[config.mk]
export PLATFORM = sky130hd
export DESIGN_NAME = msc_modbus_slave_comm_config
export DESIGN_NICKNAME = d
export VERILOG_FILES = /design/src/hdl/msc_pkg.sv /design/src/hdl/msc_uart_if.sv /design/src/hdl/msc_uart.sv /design/src/hdl/msc_modbus_slave_comm_config.sv
export VERILOG_INCLUDE_DIRS = /design/src /design/src/hdl
export SDC_FILE = /design/constraint.sdc
export NUM_CORES = 2
export LEC_CHECK = 0
export BUFFER_PORTS_ARGS = -buffer_cell sky130_fd_sc_hd__buf_2
export CORE_ASPECT_RATIO = 1.5
export CORE_MARGIN = 4
export CORE_UTILIZATION = 67
export CTS_CLUSTER_DIAMETER = 40
export DETAILED_ROUTE_END_ITERATION = 16
export PLACE_DENSITY = 0.84
export SETUP_SLACK_MARGIN = 0.02
export SLEW_MARGIN = 20
export SYNTH_ARGS = -nofsm -noshare
export SYNTH_HDL_FRONTEND = slang
export SYNTH_SLANG_ARGS = --single-unit
[constraint.sdc]
create_clock -name sys_clk -period 175.1 [get_ports sys_clk]
set_input_delay 35.02 -clock sys_clk [delete_from_list [all_inputs] [get_ports sys_clk]]
set_output_delay 35.02 -clock sys_clk [all_outputs]
set_load 0.01 [all_outputs]
[src/hdl/msc_consts.svh]
/*
  Constants of the serial slave port supervisor: parameter indices, reset values,
  legal ranges and timing units.
  Assumes it is included by bare name from the supervisor design module only.
*/
`ifndef MSC_CONSTS_SVH
`define MSC_CONSTS_SVH
// ----------------------------------------------------------------------------
// Clock and timing units
// ----------------------------------------------------------------------------
`define MSC_CLK_HZ         25000000
`define MSC_LAT_UNIT_MS    1
`define MSC_TMO_UNIT_MS    100
// ----------------------------------------------------------------------------
// Parameter indices on the parameter access port
// ----------------------------------------------------------------------------
`define MSC_IDX_BAUD       3'h0
`define MSC_IDX_FMT        3'h1
`define MSC_IDX_ADDR       3'h2
`define MSC_IDX_LAT        3'h3
`define MSC_IDX_TMO        3'h4
`define MSC_IDX_PROTO      3'h5
`define MSC_IDX_RES        3'h6
`define MSC_IDX_ERR        3'h7
`define MSC_ERR_ADDR       16'h8001
// ----------------------------------------------------------------------------
// Reset values and upper limits
// ----------------------------------------------------------------------------
`define MSC_RST_BAUD       16'h0005
`define MSC_RST_FMT        16'h0003
`define MSC_RST_ADDR       16'h0001
`define MSC_RST_LAT        16'h0002
`define MSC_RST_TMO        16'h0000
`define MSC_RST_PROTO      16'h0001
`define MSC_RST_RES        16'h0001
`define MSC_MAX_BAUD       16'h0009
`define MSC_MAX_FMT        16'h0003
`define MSC_MAX_ADDR       16'h00f7
`define MSC_MAX_TMO        16'h0258
`define MSC_MAX_FLAG       16'h0001
`define MSC_MAX_ERR        4'h8
`define MSC_BCAST_ADDR     8'h00
`define MSC_RES_SCALE      16'h000a
`endif

[src/hdl/msc_pkg.sv]
/*
  Types of the serial slave port supervisor.
  Assumes msc_consts.svh is on the include path.
*/
package msc_pkg;
  // Communication error codes reported in the status word.
  typedef enum logic [3:0] {
    MSC_ERR_NONE = 4'h0, MSC_ERR_PASSWORD = 4'h1, MSC_ERR_FUNC = 4'h2,
    MSC_ERR_CHECKSUM = 4'h3, MSC_ERR_ADDRESS = 4'h4, MSC_ERR_RANGE = 4'h5,
    MSC_ERR_MODIFY = 4'h6, MSC_ERR_LOCKED = 4'h7, MSC_ERR_NV_BUSY = 4'h8
  } msc_err_t;
  // Character formats.
  typedef enum logic [1:0] {
    MSC_FMT_8N2 = 2'h0, MSC_FMT_8E1 = 2'h1, MSC_FMT_8O1 = 2'h2, MSC_FMT_8N1 = 2'h3
  } msc_fmt_t;
  // Reply sequencing states.
  typedef enum logic [1:0] {
    MSC_IDLE = 2'h0, MSC_WAIT = 2'h1, MSC_SEND = 2'h2
  } msc_rsp_t;
  // Serial bit engine states.
  typedef enum logic [2:0] {
    MSC_B_IDLE = 3'h0, MSC_B_START = 3'h1, MSC_B_DATA = 3'h2, MSC_B_PAR = 3'h3, MSC_B_STOP = 3'h4
  } msc_bit_t;
endpackage : msc_pkg

[src/hdl/msc_uart_if.sv]
/*
  Character interface between the supervisor and its serial bit engine.
  Assumes both ends run on the same system clock.
*/
`timescale 1ns/1ns
`default_nettype none
interface msc_uart_if;
  logic [16:0] divisor;
  logic [1:0]  fmt;
  logic [7:0]  tx_data;
  logic        tx_valid;
  logic        tx_ready;
  logic        tx_busy;
  logic [7:0]  rx_data;
  logic        rx_valid;
  logic        rx_perr;
  modport ctrl (output divisor, fmt, tx_data, tx_valid, input tx_ready, tx_busy, rx_data, rx_valid, rx_perr);
  modport eng  (input divisor, fmt, tx_data, tx_valid, output tx_ready, tx_busy, rx_data, rx_valid, rx_perr);
endinterface : msc_uart_if
`default_nettype wire

[src/hdl/msc_uart.sv]
/*
  Serial bit engine: one start bit, eight data bits LSB first, optional parity,
  one or two stop bits, at a bit time of divisor clock cycles.
  Assumes the divisor and format stay stable while a character is in flight.
*/
`timescale 1ns/1ns
`default_nettype none
module msc_uart
  import msc_pkg::*;
(
  // Clock and reset.
  input  wire logic  sys_clk,
  input  wire logic  resetn,
  // Serial pins.
  input  wire logic  rx_pin,
  output var  logic  tx_pin,
  // Character side.
  msc_uart_if.eng    u
);
  logic       rx_s1, rx_s2;
  msc_bit_t   rst, next_rst, tst, next_tst;
  logic [16:0] rcnt, next_rcnt, tcnt, next_tcnt;
  logic [2:0] rbit, next_rbit, tbit, next_tbit;
  logic [7:0] rsh, next_rsh, tsh, next_tsh;
  logic       rvld, next_rvld, rperr, next_rperr, tline, next_tline, tstop2, next_tstop2;
  logic       has_par, par_odd;

  // Format decode for both directions.
  assign has_par  = (u.fmt == MSC_FMT_8E1) || (u.fmt == MSC_FMT_8O1);
  assign par_odd  = (u.fmt == MSC_FMT_8O1);
  assign u.rx_data  = rsh;
  assign u.rx_valid = rvld;
  assign u.rx_perr  = rperr;
  assign u.tx_ready = (tst == MSC_B_IDLE);
  assign u.tx_busy  = (tst != MSC_B_IDLE);
  assign tx_pin     = tline;

  // Receive sequencing, sampled at mid bit.
  always_comb begin
    next_rst = rst; next_rcnt = rcnt; next_rbit = rbit; next_rsh = rsh;
    next_rvld = 1'b0; next_rperr = rperr;
    if (rst != MSC_B_IDLE && rcnt != 17'h0) begin
      next_rcnt = rcnt - 17'h1;
    end else begin
      unique case (rst)
        MSC_B_IDLE:  if (!rx_s2) begin next_rcnt = u.divisor >> 1; next_rst = MSC_B_START; end
        MSC_B_START: begin
          next_rcnt = u.divisor - 17'h1; next_rbit = 3'h0;
          next_rst = rx_s2 ? MSC_B_IDLE : MSC_B_DATA;
        end
        MSC_B_DATA:  begin
          next_rsh = {rx_s2, rsh[7:1]}; next_rcnt = u.divisor - 17'h1; next_rbit = rbit + 3'h1;
          if (rbit == 3'h7) next_rst = has_par ? MSC_B_PAR : MSC_B_STOP;
        end
        MSC_B_PAR:   begin next_rperr = rx_s2 ^ (^rsh) ^ par_odd; next_rcnt = u.divisor - 17'h1; next_rst = MSC_B_STOP; end
        MSC_B_STOP:  begin
          next_rvld = rx_s2; next_rst = MSC_B_IDLE;
          if (!has_par) next_rperr = 1'b0;
        end
        default:     next_rst = MSC_B_IDLE;
      endcase
    end
  end

  // Transmit sequencing.
  always_comb begin
    next_tst = tst; next_tcnt = tcnt; next_tbit = tbit; next_tsh = tsh; next_tline = tline; next_tstop2 = tstop2;
    if (tst != MSC_B_IDLE && tcnt != 17'h0) begin
      next_tcnt = tcnt - 17'h1;
    end else begin
      next_tcnt = u.divisor - 17'h1;
      unique case (tst)
        MSC_B_IDLE:  if (u.tx_valid) begin
          next_tsh = u.tx_data; next_tline = 1'b0; next_tst = MSC_B_START;
          next_tstop2 = (u.fmt == MSC_FMT_8N2);
        end
        MSC_B_START: begin next_tline = tsh[0]; next_tbit = 3'h0; next_tst = MSC_B_DATA; end
        MSC_B_DATA:  begin
          next_tbit = tbit + 3'h1;
          if (tbit == 3'h7) begin
            next_tline = has_par ? ((^tsh) ^ par_odd) : 1'b1;
            next_tst = has_par ? MSC_B_PAR : MSC_B_STOP;
          end else begin
            next_tline = tsh[tbit + 3'h1];
          end
        end
        MSC_B_PAR:   begin next_tline = 1'b1; next_tst = MSC_B_STOP; end
        MSC_B_STOP:  begin
          if (tstop2) next_tstop2 = 1'b0;
          else next_tst = MSC_B_IDLE;
        end
        default:     next_tst = MSC_B_IDLE;
      endcase
      if (tst == MSC_B_IDLE && !u.tx_valid) next_tcnt = tcnt;
    end
  end

  // State registers and input synchroniser.
  always_ff @(posedge sys_clk) begin
    if (!resetn) begin
      rx_s1 <= 1'b1; rx_s2 <= 1'b1; rst <= MSC_B_IDLE; rcnt <= 17'h0; rbit <= 3'h0; rsh <= 8'h00;
      rvld <= 1'b0; rperr <= 1'b0; tst <= MSC_B_IDLE; tcnt <= 17'h0; tbit <= 3'h0; tsh <= 8'h00;
      tline <= 1'b1; tstop2 <= 1'b0;
    end else begin
      rx_s1 <= rx_pin; rx_s2 <= rx_s1; rst <= next_rst; rcnt <= next_rcnt; rbit <= next_rbit;
      rsh <= next_rsh; rvld <= next_rvld; rperr <= next_rperr; tst <= next_tst; tcnt <= next_tcnt;
      tbit <= next_tbit; tsh <= next_tsh; tline <= next_tline; tstop2 <= next_tstop2;
    end
  end
endmodule : msc_uart
`default_nettype wire

[src/hdl/msc_modbus_slave_comm_config.sv]
/*
  Configuration and supervision of the serial slave port: parameters, address
  filter, reply latency, link timeout, reply length and current scaling.
  Assumes a frame engine outside decodes frames, supplies reply bytes, and keeps
  req_status within the defined error codes.
*/
//
// Overview of operation
// - Status word holds 0 no fault, 1 password, 2 function, 3 checksum, 4 address.
// - Status word holds 5 range, 6 bad change, 7 locked, 8 storage busy.
// - Bit rate from index 0 (300) to 9 (115200); index resets to 5.
// - Format 0 8N2, 1 8E1, 2 8O1, 3 8N1; resets to 3.
// - Station address 1 to 247, reset 1; address 0 is broadcast.
// - Wait reply latency, reset 2 ms, between request end and reply.
// - Reply starts at the later of processing done and latency elapsed.
// - Timeout of zero disables link supervision entirely.
// - Non-zero timeout raises a fault when the gap between requests reaches it.
// - Protocol 1 standard; protocol 0 adds one byte to read replies.
// - Current readback in 0.01 A when selector is 0, 0.1 A when 1.
`timescale 1ns/1ns
`default_nettype none
`include "msc_consts.svh"
module msc_modbus_slave_comm_config
  import msc_pkg::*;
#(
  parameter int unsigned MS_CYCLES   = `MSC_CLK_HZ / 1000 * `MSC_LAT_UNIT_MS,
  parameter int unsigned TICK_CYCLES = `MSC_CLK_HZ / 1000 * `MSC_TMO_UNIT_MS
) (
  // Clock and reset.
  input  wire logic        sys_clk,
  input  wire logic        resetn,
  // Serial line.
  input  wire logic        rx_pin,
  output var  logic        tx_pin,
  output var  logic        tx_oe_n,
  // Parameter access.
  input  wire logic        par_wr,
  input  wire logic [2:0]  par_idx,
  input  wire logic [15:0] par_wdata,
  output var  logic [15:0] par_rdata,
  // Received characters.
  output var  logic [7:0]  rx_data,
  output var  logic        rx_valid,
  output var  logic        rx_perr,
  // Request and reply events.
  input  wire logic        req_done,
  input  wire logic [7:0]  req_addr,
  input  wire logic [3:0]  req_status,
  output var  logic        req_accept,
  output var  logic        req_reply,
  input  wire logic        proc_done,
  input  wire logic [7:0]  reply_data,
  input  wire logic        reply_valid,
  input  wire logic        reply_last,
  output var  logic        reply_ready,
  // Reply shaping.
  input  wire logic [7:0]  std_byte_count,
  output var  logic [7:0]  reply_byte_count,
  input  wire logic [15:0] current_centiamp,
  output var  logic [15:0] current_reply,
  // Status.
  output var  logic [15:0] comm_error_code,
  output var  logic        comm_fault
);
  localparam logic [31:0] MS_C   = 32'(MS_CYCLES);
  localparam logic [31:0] TICK_C = 32'(TICK_CYCLES);

  msc_uart_if u ();
  logic [15:0] baud_select, char_format_select, station_address, reply_latency;
  logic [15:0] link_timeout, protocol_select, current_resolution;
  logic [15:0] next_baud, next_fmt, next_addr, next_lat, next_tmo, next_proto, next_res, next_rdata;
  msc_rsp_t    rsp, next_rsp;
  logic [31:0] lat_sub, next_lat_sub, tick, next_tick;
  logic [15:0] lat_ms, next_lat_ms, tmo_cnt, next_tmo_cnt;
  logic [3:0]  err, next_err;
  logic        done_seen, next_done_seen, next_fault, for_us, bcast, lat_up;

  // Bit time in clock cycles for a rate index.
  function automatic logic [16:0] baud_div(input logic [15:0] idx);
    logic [31:0] rate;
    rate = 32'd9600;
    unique case (idx[3:0])
      4'h0: rate = 32'd300;   4'h1: rate = 32'd600;   4'h2: rate = 32'd1200;
      4'h3: rate = 32'd2400;  4'h4: rate = 32'd4800;  4'h5: rate = 32'd9600;
      4'h6: rate = 32'd19200; 4'h7: rate = 32'd38400; 4'h8: rate = 32'd57600;
      default: rate = 32'd115200;
    endcase
    return 17'(32'(`MSC_CLK_HZ) / rate);
  endfunction : baud_div

  // ---------------------------------------------------------------------------
  // Parameter registers
  // ---------------------------------------------------------------------------
  // Writes outside the legal range leave the parameter unchanged.
  always_comb begin
    next_baud = baud_select; next_fmt = char_format_select; next_addr = station_address;
    next_lat = reply_latency; next_tmo = link_timeout; next_proto = protocol_select;
    next_res = current_resolution;
    if (par_wr) begin
      unique case (par_idx)
        `MSC_IDX_BAUD:  if (par_wdata <= `MSC_MAX_BAUD) next_baud = par_wdata;
        `MSC_IDX_FMT:   if (par_wdata <= `MSC_MAX_FMT) next_fmt = par_wdata;
        `MSC_IDX_ADDR:  if (par_wdata != 16'h0 && par_wdata <= `MSC_MAX_ADDR) next_addr = par_wdata;
        `MSC_IDX_LAT:   next_lat = par_wdata;
        `MSC_IDX_TMO:   if (par_wdata <= `MSC_MAX_TMO) next_tmo = par_wdata;
        `MSC_IDX_PROTO: if (par_wdata <= `MSC_MAX_FLAG) next_proto = par_wdata;
        `MSC_IDX_RES:   if (par_wdata <= `MSC_MAX_FLAG) next_res = par_wdata;
        default:        next_baud = baud_select;
      endcase
    end
    unique case (par_idx)
      `MSC_IDX_BAUD:  next_rdata = baud_select;
      `MSC_IDX_FMT:   next_rdata = char_format_select;
      `MSC_IDX_ADDR:  next_rdata = station_address;
      `MSC_IDX_LAT:   next_rdata = reply_latency;
      `MSC_IDX_TMO:   next_rdata = link_timeout;
      `MSC_IDX_PROTO: next_rdata = protocol_select;
      `MSC_IDX_RES:   next_rdata = current_resolution;
      default:        next_rdata = comm_error_code;
    endcase
  end

  // Parameter storage with factory values.
  always_ff @(posedge sys_clk) begin
    if (!resetn) begin
      baud_select <= `MSC_RST_BAUD; char_format_select <= `MSC_RST_FMT; station_address <= `MSC_RST_ADDR;
      reply_latency <= `MSC_RST_LAT; link_timeout <= `MSC_RST_TMO; protocol_select <= `MSC_RST_PROTO;
      current_resolution <= `MSC_RST_RES; par_rdata <= 16'h0000;
    end else begin
      baud_select <= next_baud; char_format_select <= next_fmt; station_address <= next_addr;
      reply_latency <= next_lat; link_timeout <= next_tmo; protocol_select <= next_proto;
      current_resolution <= next_res; par_rdata <= next_rdata;
    end
  end

  // ---------------------------------------------------------------------------
  // Serial engine and reply path
  // ---------------------------------------------------------------------------
  // Bit rate, format and the reply byte stream go to the engine.
  assign u.divisor  = baud_div(baud_select);
  assign u.fmt      = char_format_select[1:0];
  assign u.tx_data  = reply_data;
  assign u.tx_valid = (rsp == MSC_SEND) && reply_valid;
  assign reply_ready = (rsp == MSC_SEND) && u.tx_ready;
  assign rx_data  = u.rx_data;
  assign rx_valid = u.rx_valid;
  assign rx_perr  = u.rx_perr;
  assign tx_oe_n  = !((rsp == MSC_SEND) || u.tx_busy);

  msc_uart i_uart (
    .sys_clk (sys_clk),
    .resetn  (resetn),
    .rx_pin  (rx_pin),
    .tx_pin  (tx_pin),
    .u       (u.eng)
  );

  // Address filter: own station or broadcast.
  assign for_us     = req_done && ({8'h00, req_addr} == station_address);
  assign bcast      = req_done && (req_addr == `MSC_BCAST_ADDR);
  assign req_accept = for_us || bcast;
  assign req_reply  = for_us;
  assign lat_up     = (lat_ms >= reply_latency);

  // ---------------------------------------------------------------------------
  // Reply sequencing and error status
  // ---------------------------------------------------------------------------
  // A request to this station waits for both processing and the latency.
  always_comb begin
    next_rsp = rsp; next_lat_sub = lat_sub; next_lat_ms = lat_ms; next_done_seen = done_seen; next_err = err;
    if (req_accept) next_err = (req_status > `MSC_MAX_ERR) ? MSC_ERR_NONE : req_status;
    unique case (rsp)
      MSC_IDLE: if (for_us) begin
        next_rsp = MSC_WAIT; next_lat_sub = 32'h0; next_lat_ms = 16'h0; next_done_seen = proc_done;
      end
      MSC_WAIT: begin
        if (proc_done) next_done_seen = 1'b1;
        if (!lat_up) begin
          next_lat_sub = (lat_sub == MS_C - 32'h1) ? 32'h0 : lat_sub + 32'h1;
          if (lat_sub == MS_C - 32'h1) next_lat_ms = lat_ms + 16'h1;
        end
        if (done_seen && lat_up) next_rsp = MSC_SEND;
      end
      MSC_SEND: if (reply_valid && u.tx_ready && reply_last) next_rsp = MSC_IDLE;
      default:  next_rsp = MSC_IDLE;
    endcase
  end

  // Reply sequencing registers.
  always_ff @(posedge sys_clk) begin
    if (!resetn) begin
      rsp <= MSC_IDLE; lat_sub <= 32'h0; lat_ms <= 16'h0; done_seen <= 1'b0; err <= MSC_ERR_NONE;
    end else begin
      rsp <= next_rsp; lat_sub <= next_lat_sub; lat_ms <= next_lat_ms; done_seen <= next_done_seen; err <= next_err;
    end
  end

  // ---------------------------------------------------------------------------
  // Link timeout and reply shaping
  // ---------------------------------------------------------------------------
  // Gap counted in 0.1 s units since the last accepted request.
  always_comb begin
    next_tick = tick; next_tmo_cnt = tmo_cnt; next_fault = comm_fault;
    if (link_timeout == 16'h0) begin
      next_tick = 32'h0; next_tmo_cnt = 16'h0; next_fault = 1'b0;
    end else if (req_accept) begin
      next_tick = 32'h0; next_tmo_cnt = 16'h0; next_fault = 1'b0;
    end else if (tick == TICK_C - 32'h1) begin
      next_tick = 32'h0;
      if (tmo_cnt != 16'hffff) next_tmo_cnt = tmo_cnt + 16'h1;
      if (tmo_cnt + 16'h1 >= link_timeout) next_fault = 1'b1;
    end else begin
      next_tick = tick + 32'h1;
    end
  end

  // Timeout registers and shaped reply values.
  always_ff @(posedge sys_clk) begin
    if (!resetn) begin
      tick <= 32'h0; tmo_cnt <= 16'h0; comm_fault <= 1'b0; reply_byte_count <= 8'h00; current_reply <= 16'h0000;
    end else begin
      tick <= next_tick; tmo_cnt <= next_tmo_cnt; comm_fault <= next_fault;
      reply_byte_count <= std_byte_count + {7'h00, (protocol_select == 16'h0)};
      current_reply <= (current_resolution == 16'h0) ? current_centiamp
                                                      : current_centiamp / `MSC_RES_SCALE;
    end
  end

  assign comm_error_code = {12'h000, err};
endmodule : msc_modbus_slave_comm_config
`default_nettype wire

# Word level (Yosys, flattened, before mapping)
# Memories as Yosys holds them, arrays and structs flattened. A register that Yosys moved wholly into a read port is not among the register bits.
# Cells that the tools add are included.
# totals
register_bits,324
rom_bits,240
in_bits,71
wordCells,211
memories,1
# op_classes
n_addsub,10
div_mod_pow,2
n_lt_le_gt_ge,9
n_eq_ne,38
n_mux,46
bitwise,7
n_reduce_logical,66
# memory_table
memory,depth,width,rd,rd_ports_with_merged_regs,wr,line,text
(name not given),16,15,1,1,0,msc_modbus_slave_comm_config.sv:82,unique case (idx[3:0])
# op_table
cell,count
$pmux W16 S7,1
$mux W32,3
$mux W17,4
$add A32 B1 Y32 const B,2
$mux W16,4
$pmux W32 S2,1
$sub A17 B1 Y17 const B,3
$logic_not A16 Y1,3
$reduce_and A3 Y1,14
$pmux W17 S2,1
$reduce_bool A17 Y1,2
$add A16 B1 Y16 const B,2
$div A25 B32 Y32 const A,1
$eq A32 B15 Y1 const B,1
$eq A32 B22 Y1 const B,1
$ge A16 B16 Y1,2
$pmux W16 S2,1
$eq A3 B3 Y1 const B,7
$eq A3 B2 Y1 const B,6
$mux W3,6
$div A16 B4 Y16 const B,1
$eq A8 B16 Y1,1
$le A16 B1 Y1 const B,1
$le A16 B10 Y1 const B,1
other kinds (41),109

# Logic depth before layout (Yosys ltp)
# depth
word_depth,6
ltp_mapped,427

# Cells and area by module
# Synthesis repeated with hierarchy kept, for this count alone.
# hier_totals
hier_cells,5402
hier_area_um2,39517.9
# by_module_without_submodules
module,n_inst,cells_each,area_per_inst_um2
msc_modbus_slave_comm_config,1,4843,35096.2
msc_uart,1,559,4421.7

# Worst setup path before layout
# No wires, ideal clock.
# synth_timing
kind,flip-flop to flip-flop
from,reg (tool-made name)
to,reg i_uart.rcnt[8]
arrival_ps,76030
required_ps,174964
path_slack_ps,98934
path_stages_with_launch,410
path_buffers,44
period_less_slack_ps,76166
path_cell_list,dfxtp_1 -> buf_2 -> clkbuf_1 -> inv_1 -> clkbuf_1 -> buf_1 -> ha_1 -> clkbuf_1 -> nand2_1 -> nor4_1 -> ha_1 -> xor2_1 -> a21oi_1 -> nor3_1 -> ha_1 -> a21oi_1 -> and2_1 -> a31o_2 -> [374 not listed] -> nor2b_1 -> o21ai_0 -> nand2b_1 -> a21oi_1 -> nor2b_1 -> o21ai_0 -> nand2b_1 -> a221oi_1 -> o2111ai_1 -> or2_1 -> a311oi_1 -> and2_1 -> ha_1 -> nand2_1 -> nor3b_1 -> a21oi_1 -> a222oi_1 -> a211oi_1
# synth_lines
item,line,text
"end signal, assigned",msc_uart.sv:105,rx_s1 <= rx_pin; rx_s2 <= rx_s1; rst <= next_rst; rcnt <= next_rcnt; rbit <= next_rbit;
"end, declared",msc_uart.sv:22,"logic [16:0] rcnt, next_rcnt, tcnt, next_tcnt;"

==> results.json <==
{
  "die_w_um": 204,
  "rows": 107,
  "numClockSinks": 339,
  "cp.required_ns": 175.52,
  "synthTopCellsByArea": "dfxtp_1, ha_1, nor2_1, a21oi_1, xnor2_1",
  "critical_path.max_fanout": 42,
  "worst-r2r-setup-slack_ns": 89.89,
  "ff2ff_path_depth": 390,
  "grt_use_total_pct": 37.1,
  "drv_cap": 0,
  "cp_slowest_cell": "and3_1",
  "avgSynthCellArea_sq_um": 7.28,
  "port_buffers": 130,
  "hold_viol_final": 0,
  "insertion_delay_ns": 0.56,
  "fin_tns_setup_ns": 0,
  "min_period_ns": 85.21,
  "drcViolationCount": 0,
  "cts_buffer_depth": 3,
  "critPathLaunchType": "flip-flop",
  "fmax_ghz": 0.0117,
  "drtIter0Drc": 3353,
  "maxSlewHeadroom_pct": 29.2,
  "drt_wl_total_um": 121000,
  "async_flop_share_pct": 0,
  "fillers": 4751,
  "core-area_sq_um": 57000,
  "status": "completed",
  "cpMostUsedCell": "a21oi_1",
  "r2r_end": "i_uart.rcnt[16]",
  "drive_above_1_share_pct": 8.63,
  "seq_area_frac_synth_pct": 17.5,
  "setup_viol": 0,
  "die_area_sq_um": 61800,
  "ant_nets": 0,
  "min_path_type": "flip-flop to flip-flop",
  "worstHoldEndpoint": "baud_select[8]",
  "wl_per_cell_um": 19.7,
  "synth_common_cells": "nor2_1, nand2_1, a21oi_1, ha_1, dfxtp_1",
  "drv_slew": 0,
  "root_buffer": "clkbuf_16",
  "die_h_um": 302,
  "place.gp.congestion": 1.01,
  "antenna_found_initial": 2,
  "ys_ff_latch": 339,
  "worstHoldStart": "baud_select[8]",
  "cpPeakStageDelay_ns": 0.82,
  "ys.flop_type": "dfxtp_1",
  "synth_most_common_cell": "nor2_1",
  "ios": 143,
  "synth_top_family_by_area": "simple AND/OR/NAND/NOR gates",
  "htree_levels": 2,
  "crit_type": "flip-flop to flip-flop",
  "worstHoldPathCells": 1,
  "yosysUniqueCellTypes": 116,
  "synth_top_area_cell": "dfxtp_1",
  "start_util_pct": 67.9,
  "grt_max_degree": 76,
  "final_nets": 5783,
  "synth_edf_count": 0,
  "syn_area_sq_um": 38700,
  "ff_latch_area_sq_um": 6790,
  "synth_fa_ha_area_share_pct": 12.0,
  "endpoint_kind": "flip-flop",
  "synthSimpleGateAreaFrac_pct": 26.7,
  "grt-ovfl-total": 0,
  "cts_tree": "yes",
  "synth_top_cell_area_share_pct": 17.5,
  "synthCells": 5321,
  "clock_skew_ns": 0.0221,
  "syn2layout_area_growth_pct": 6.91,
  "grt_pass1_vias": 39100,
  "numCtsBuffers": 44,
  "multi_input_area_sq_um": 30300,
  "synthXorXnorAreaFrac_pct": 8.55,
  "synth.area.mux_share_pct": 4.77,
  "viasPerCell": 6.64,
  "yosysWarnings": 0,
  "synth_compound_area_share_pct": 25.9,
  "postCtsResizedCells": 0,
  "worst_slew_pin_slew_ns": 1.06,
  "cts_setup_buffers": 0,
  "rsz0062_at_grt": "no",
  "dp_hpwl_um": 89900,
  "drt_first_pass_iters": 9,
  "postCtsHoldBufs": 0,
  "final.period_utilization_pct": 48.7,
  "routed-via-count": 40800,
  "grt_pass1_wl_um": 192000,
  "cp.arrival_ns": 85.62,
  "clkSlewWorstSetupHoldPaths_ns": 0.06
}
-- state kept, by name, indices dropped and copies added, names as in the netlist, 2 cells and up, named ones only --
signal / cells
current_reply: 16
tmo_cnt: 16
i_uart.tsh: 8
i_uart.tcnt: 17
station_address: 16
i_uart.rbit: 3
reply_latency: 16
i_uart.u.rx_data: 8
lat_sub: 32
i_uart.rst: 3
char_format_select: 16
rsp: 2
link_timeout: 16
current_resolution: 16
par_rdata: 16
err: 4
reply_byte_count: 8
baud_select: 16
protocol_select: 16
i_uart.rcnt: 17
lat_ms: 16
tick: 32
i_uart.tbit: 3
i_uart.tst: 3
-- how the worst max path moves through the flow --
stage | endpoint | cells after the start
6_report | i_uart.rcnt[16] | 390
5_1_grt | i_uart.rcnt[14] | 388
4_1_cts | i_uart.rcnt[16] | 392
3_5_place_dp | i_uart.rcnt[16] | 392
3_3_place_gp | i_uart.rcnt[14] | 384
2_1_floorplan | i_uart.rcnt[8] | 409
-- final cells by class --
class	count	share of cell area [%]
tap	763	2.31
clock inverter	25	0.756
clock buffer	54	2.85
inverter	239	2.17
multi-input combinational	4544	73.1
sequential	339	16.4
antenna	2	0.0121
timing repair buffer	177	2.42
-- routing by layer --
metal	GRT usage (%)	wire length, um	part of all wire [%]	up-vias
li1	-	-	-	19400
met1	40.9	44300	37	18900
met2	65.1	57700	48	1772
met3	5.47	8490	7.0	673
met4	26.5	10300	8.5	4
met5	0	25	0.021	-
-- per-stage QoR --
step           utilization [%]  worst slack [ns]  std cells  cell area (sq um)  hold slack, ns
2_1_floorplan                -             98.93       5332              38800           0.386
3_3_place_gp              69.9             94.14       6062              39900           0.417
3_5_place_dp              69.9             91.74       6062              39900           0.419
4_1_cts                   72.6             91.39       6141              41400           0.458
5_1_grt                   72.6             82.56       6141              41400           0.471
6_report                  72.6             89.89       6143              41400           0.459
-- worst max-delay path: cells and delay by family (launching register included) --
family | cells | cell delay, ns
AO/OA/AOI/OAI | 220 | 46.30
adder cells (fa/ha/maj) | 31 | 10.94
buffers and inverters | 20 | 4.70
flip-flops | 1 | 0.43
XOR/XNOR | 3 | 0.62
multiplexers | 5 | 1.54
AND/OR/NAND/NOR | 111 | 20.24
-- cells in the final DEF (no fill, tap or decap), types with 66 or more instances in the layout --
| master | n |
|---|---|
| nor2_1 | 621 |
| nand2_1 | 451 |
| a21oi_1 | 425 |
| ha_1 | 366 |
| dfxtp_1 | 338 |
| o21ai_0 | 302 |
| inv_1 | 236 |
| xnor2_1 | 223 |
| nand3_1 | 162 |
| xor2_1 | 155 |
| a21o_1 | 153 |
| nor3_1 | 132 |
| buf_2 | 130 |
| nand2b_1 | 125 |
| and2_1 | 96 |
| and3_1 | 81 |
| o21a_1 | 76 |
| mux2i_1 | 75 |
| mux2_2 | 74 |
| nand4_1 | 66 |
-- kinds of logic (layout without fill, tap and decap cells) --
family,after synthesis,in the layout
flops,339,339
simple gates,2092,2092
compound gates,1530,1530
xor+xnor,378,378
mux,161,161
other cells,1,14
fa+ha+maj,371,371
buf+inv,449,495
Power is not shown: default switching activity piles up to over one toggle a cycle in this logic, so the estimate is an artifact.
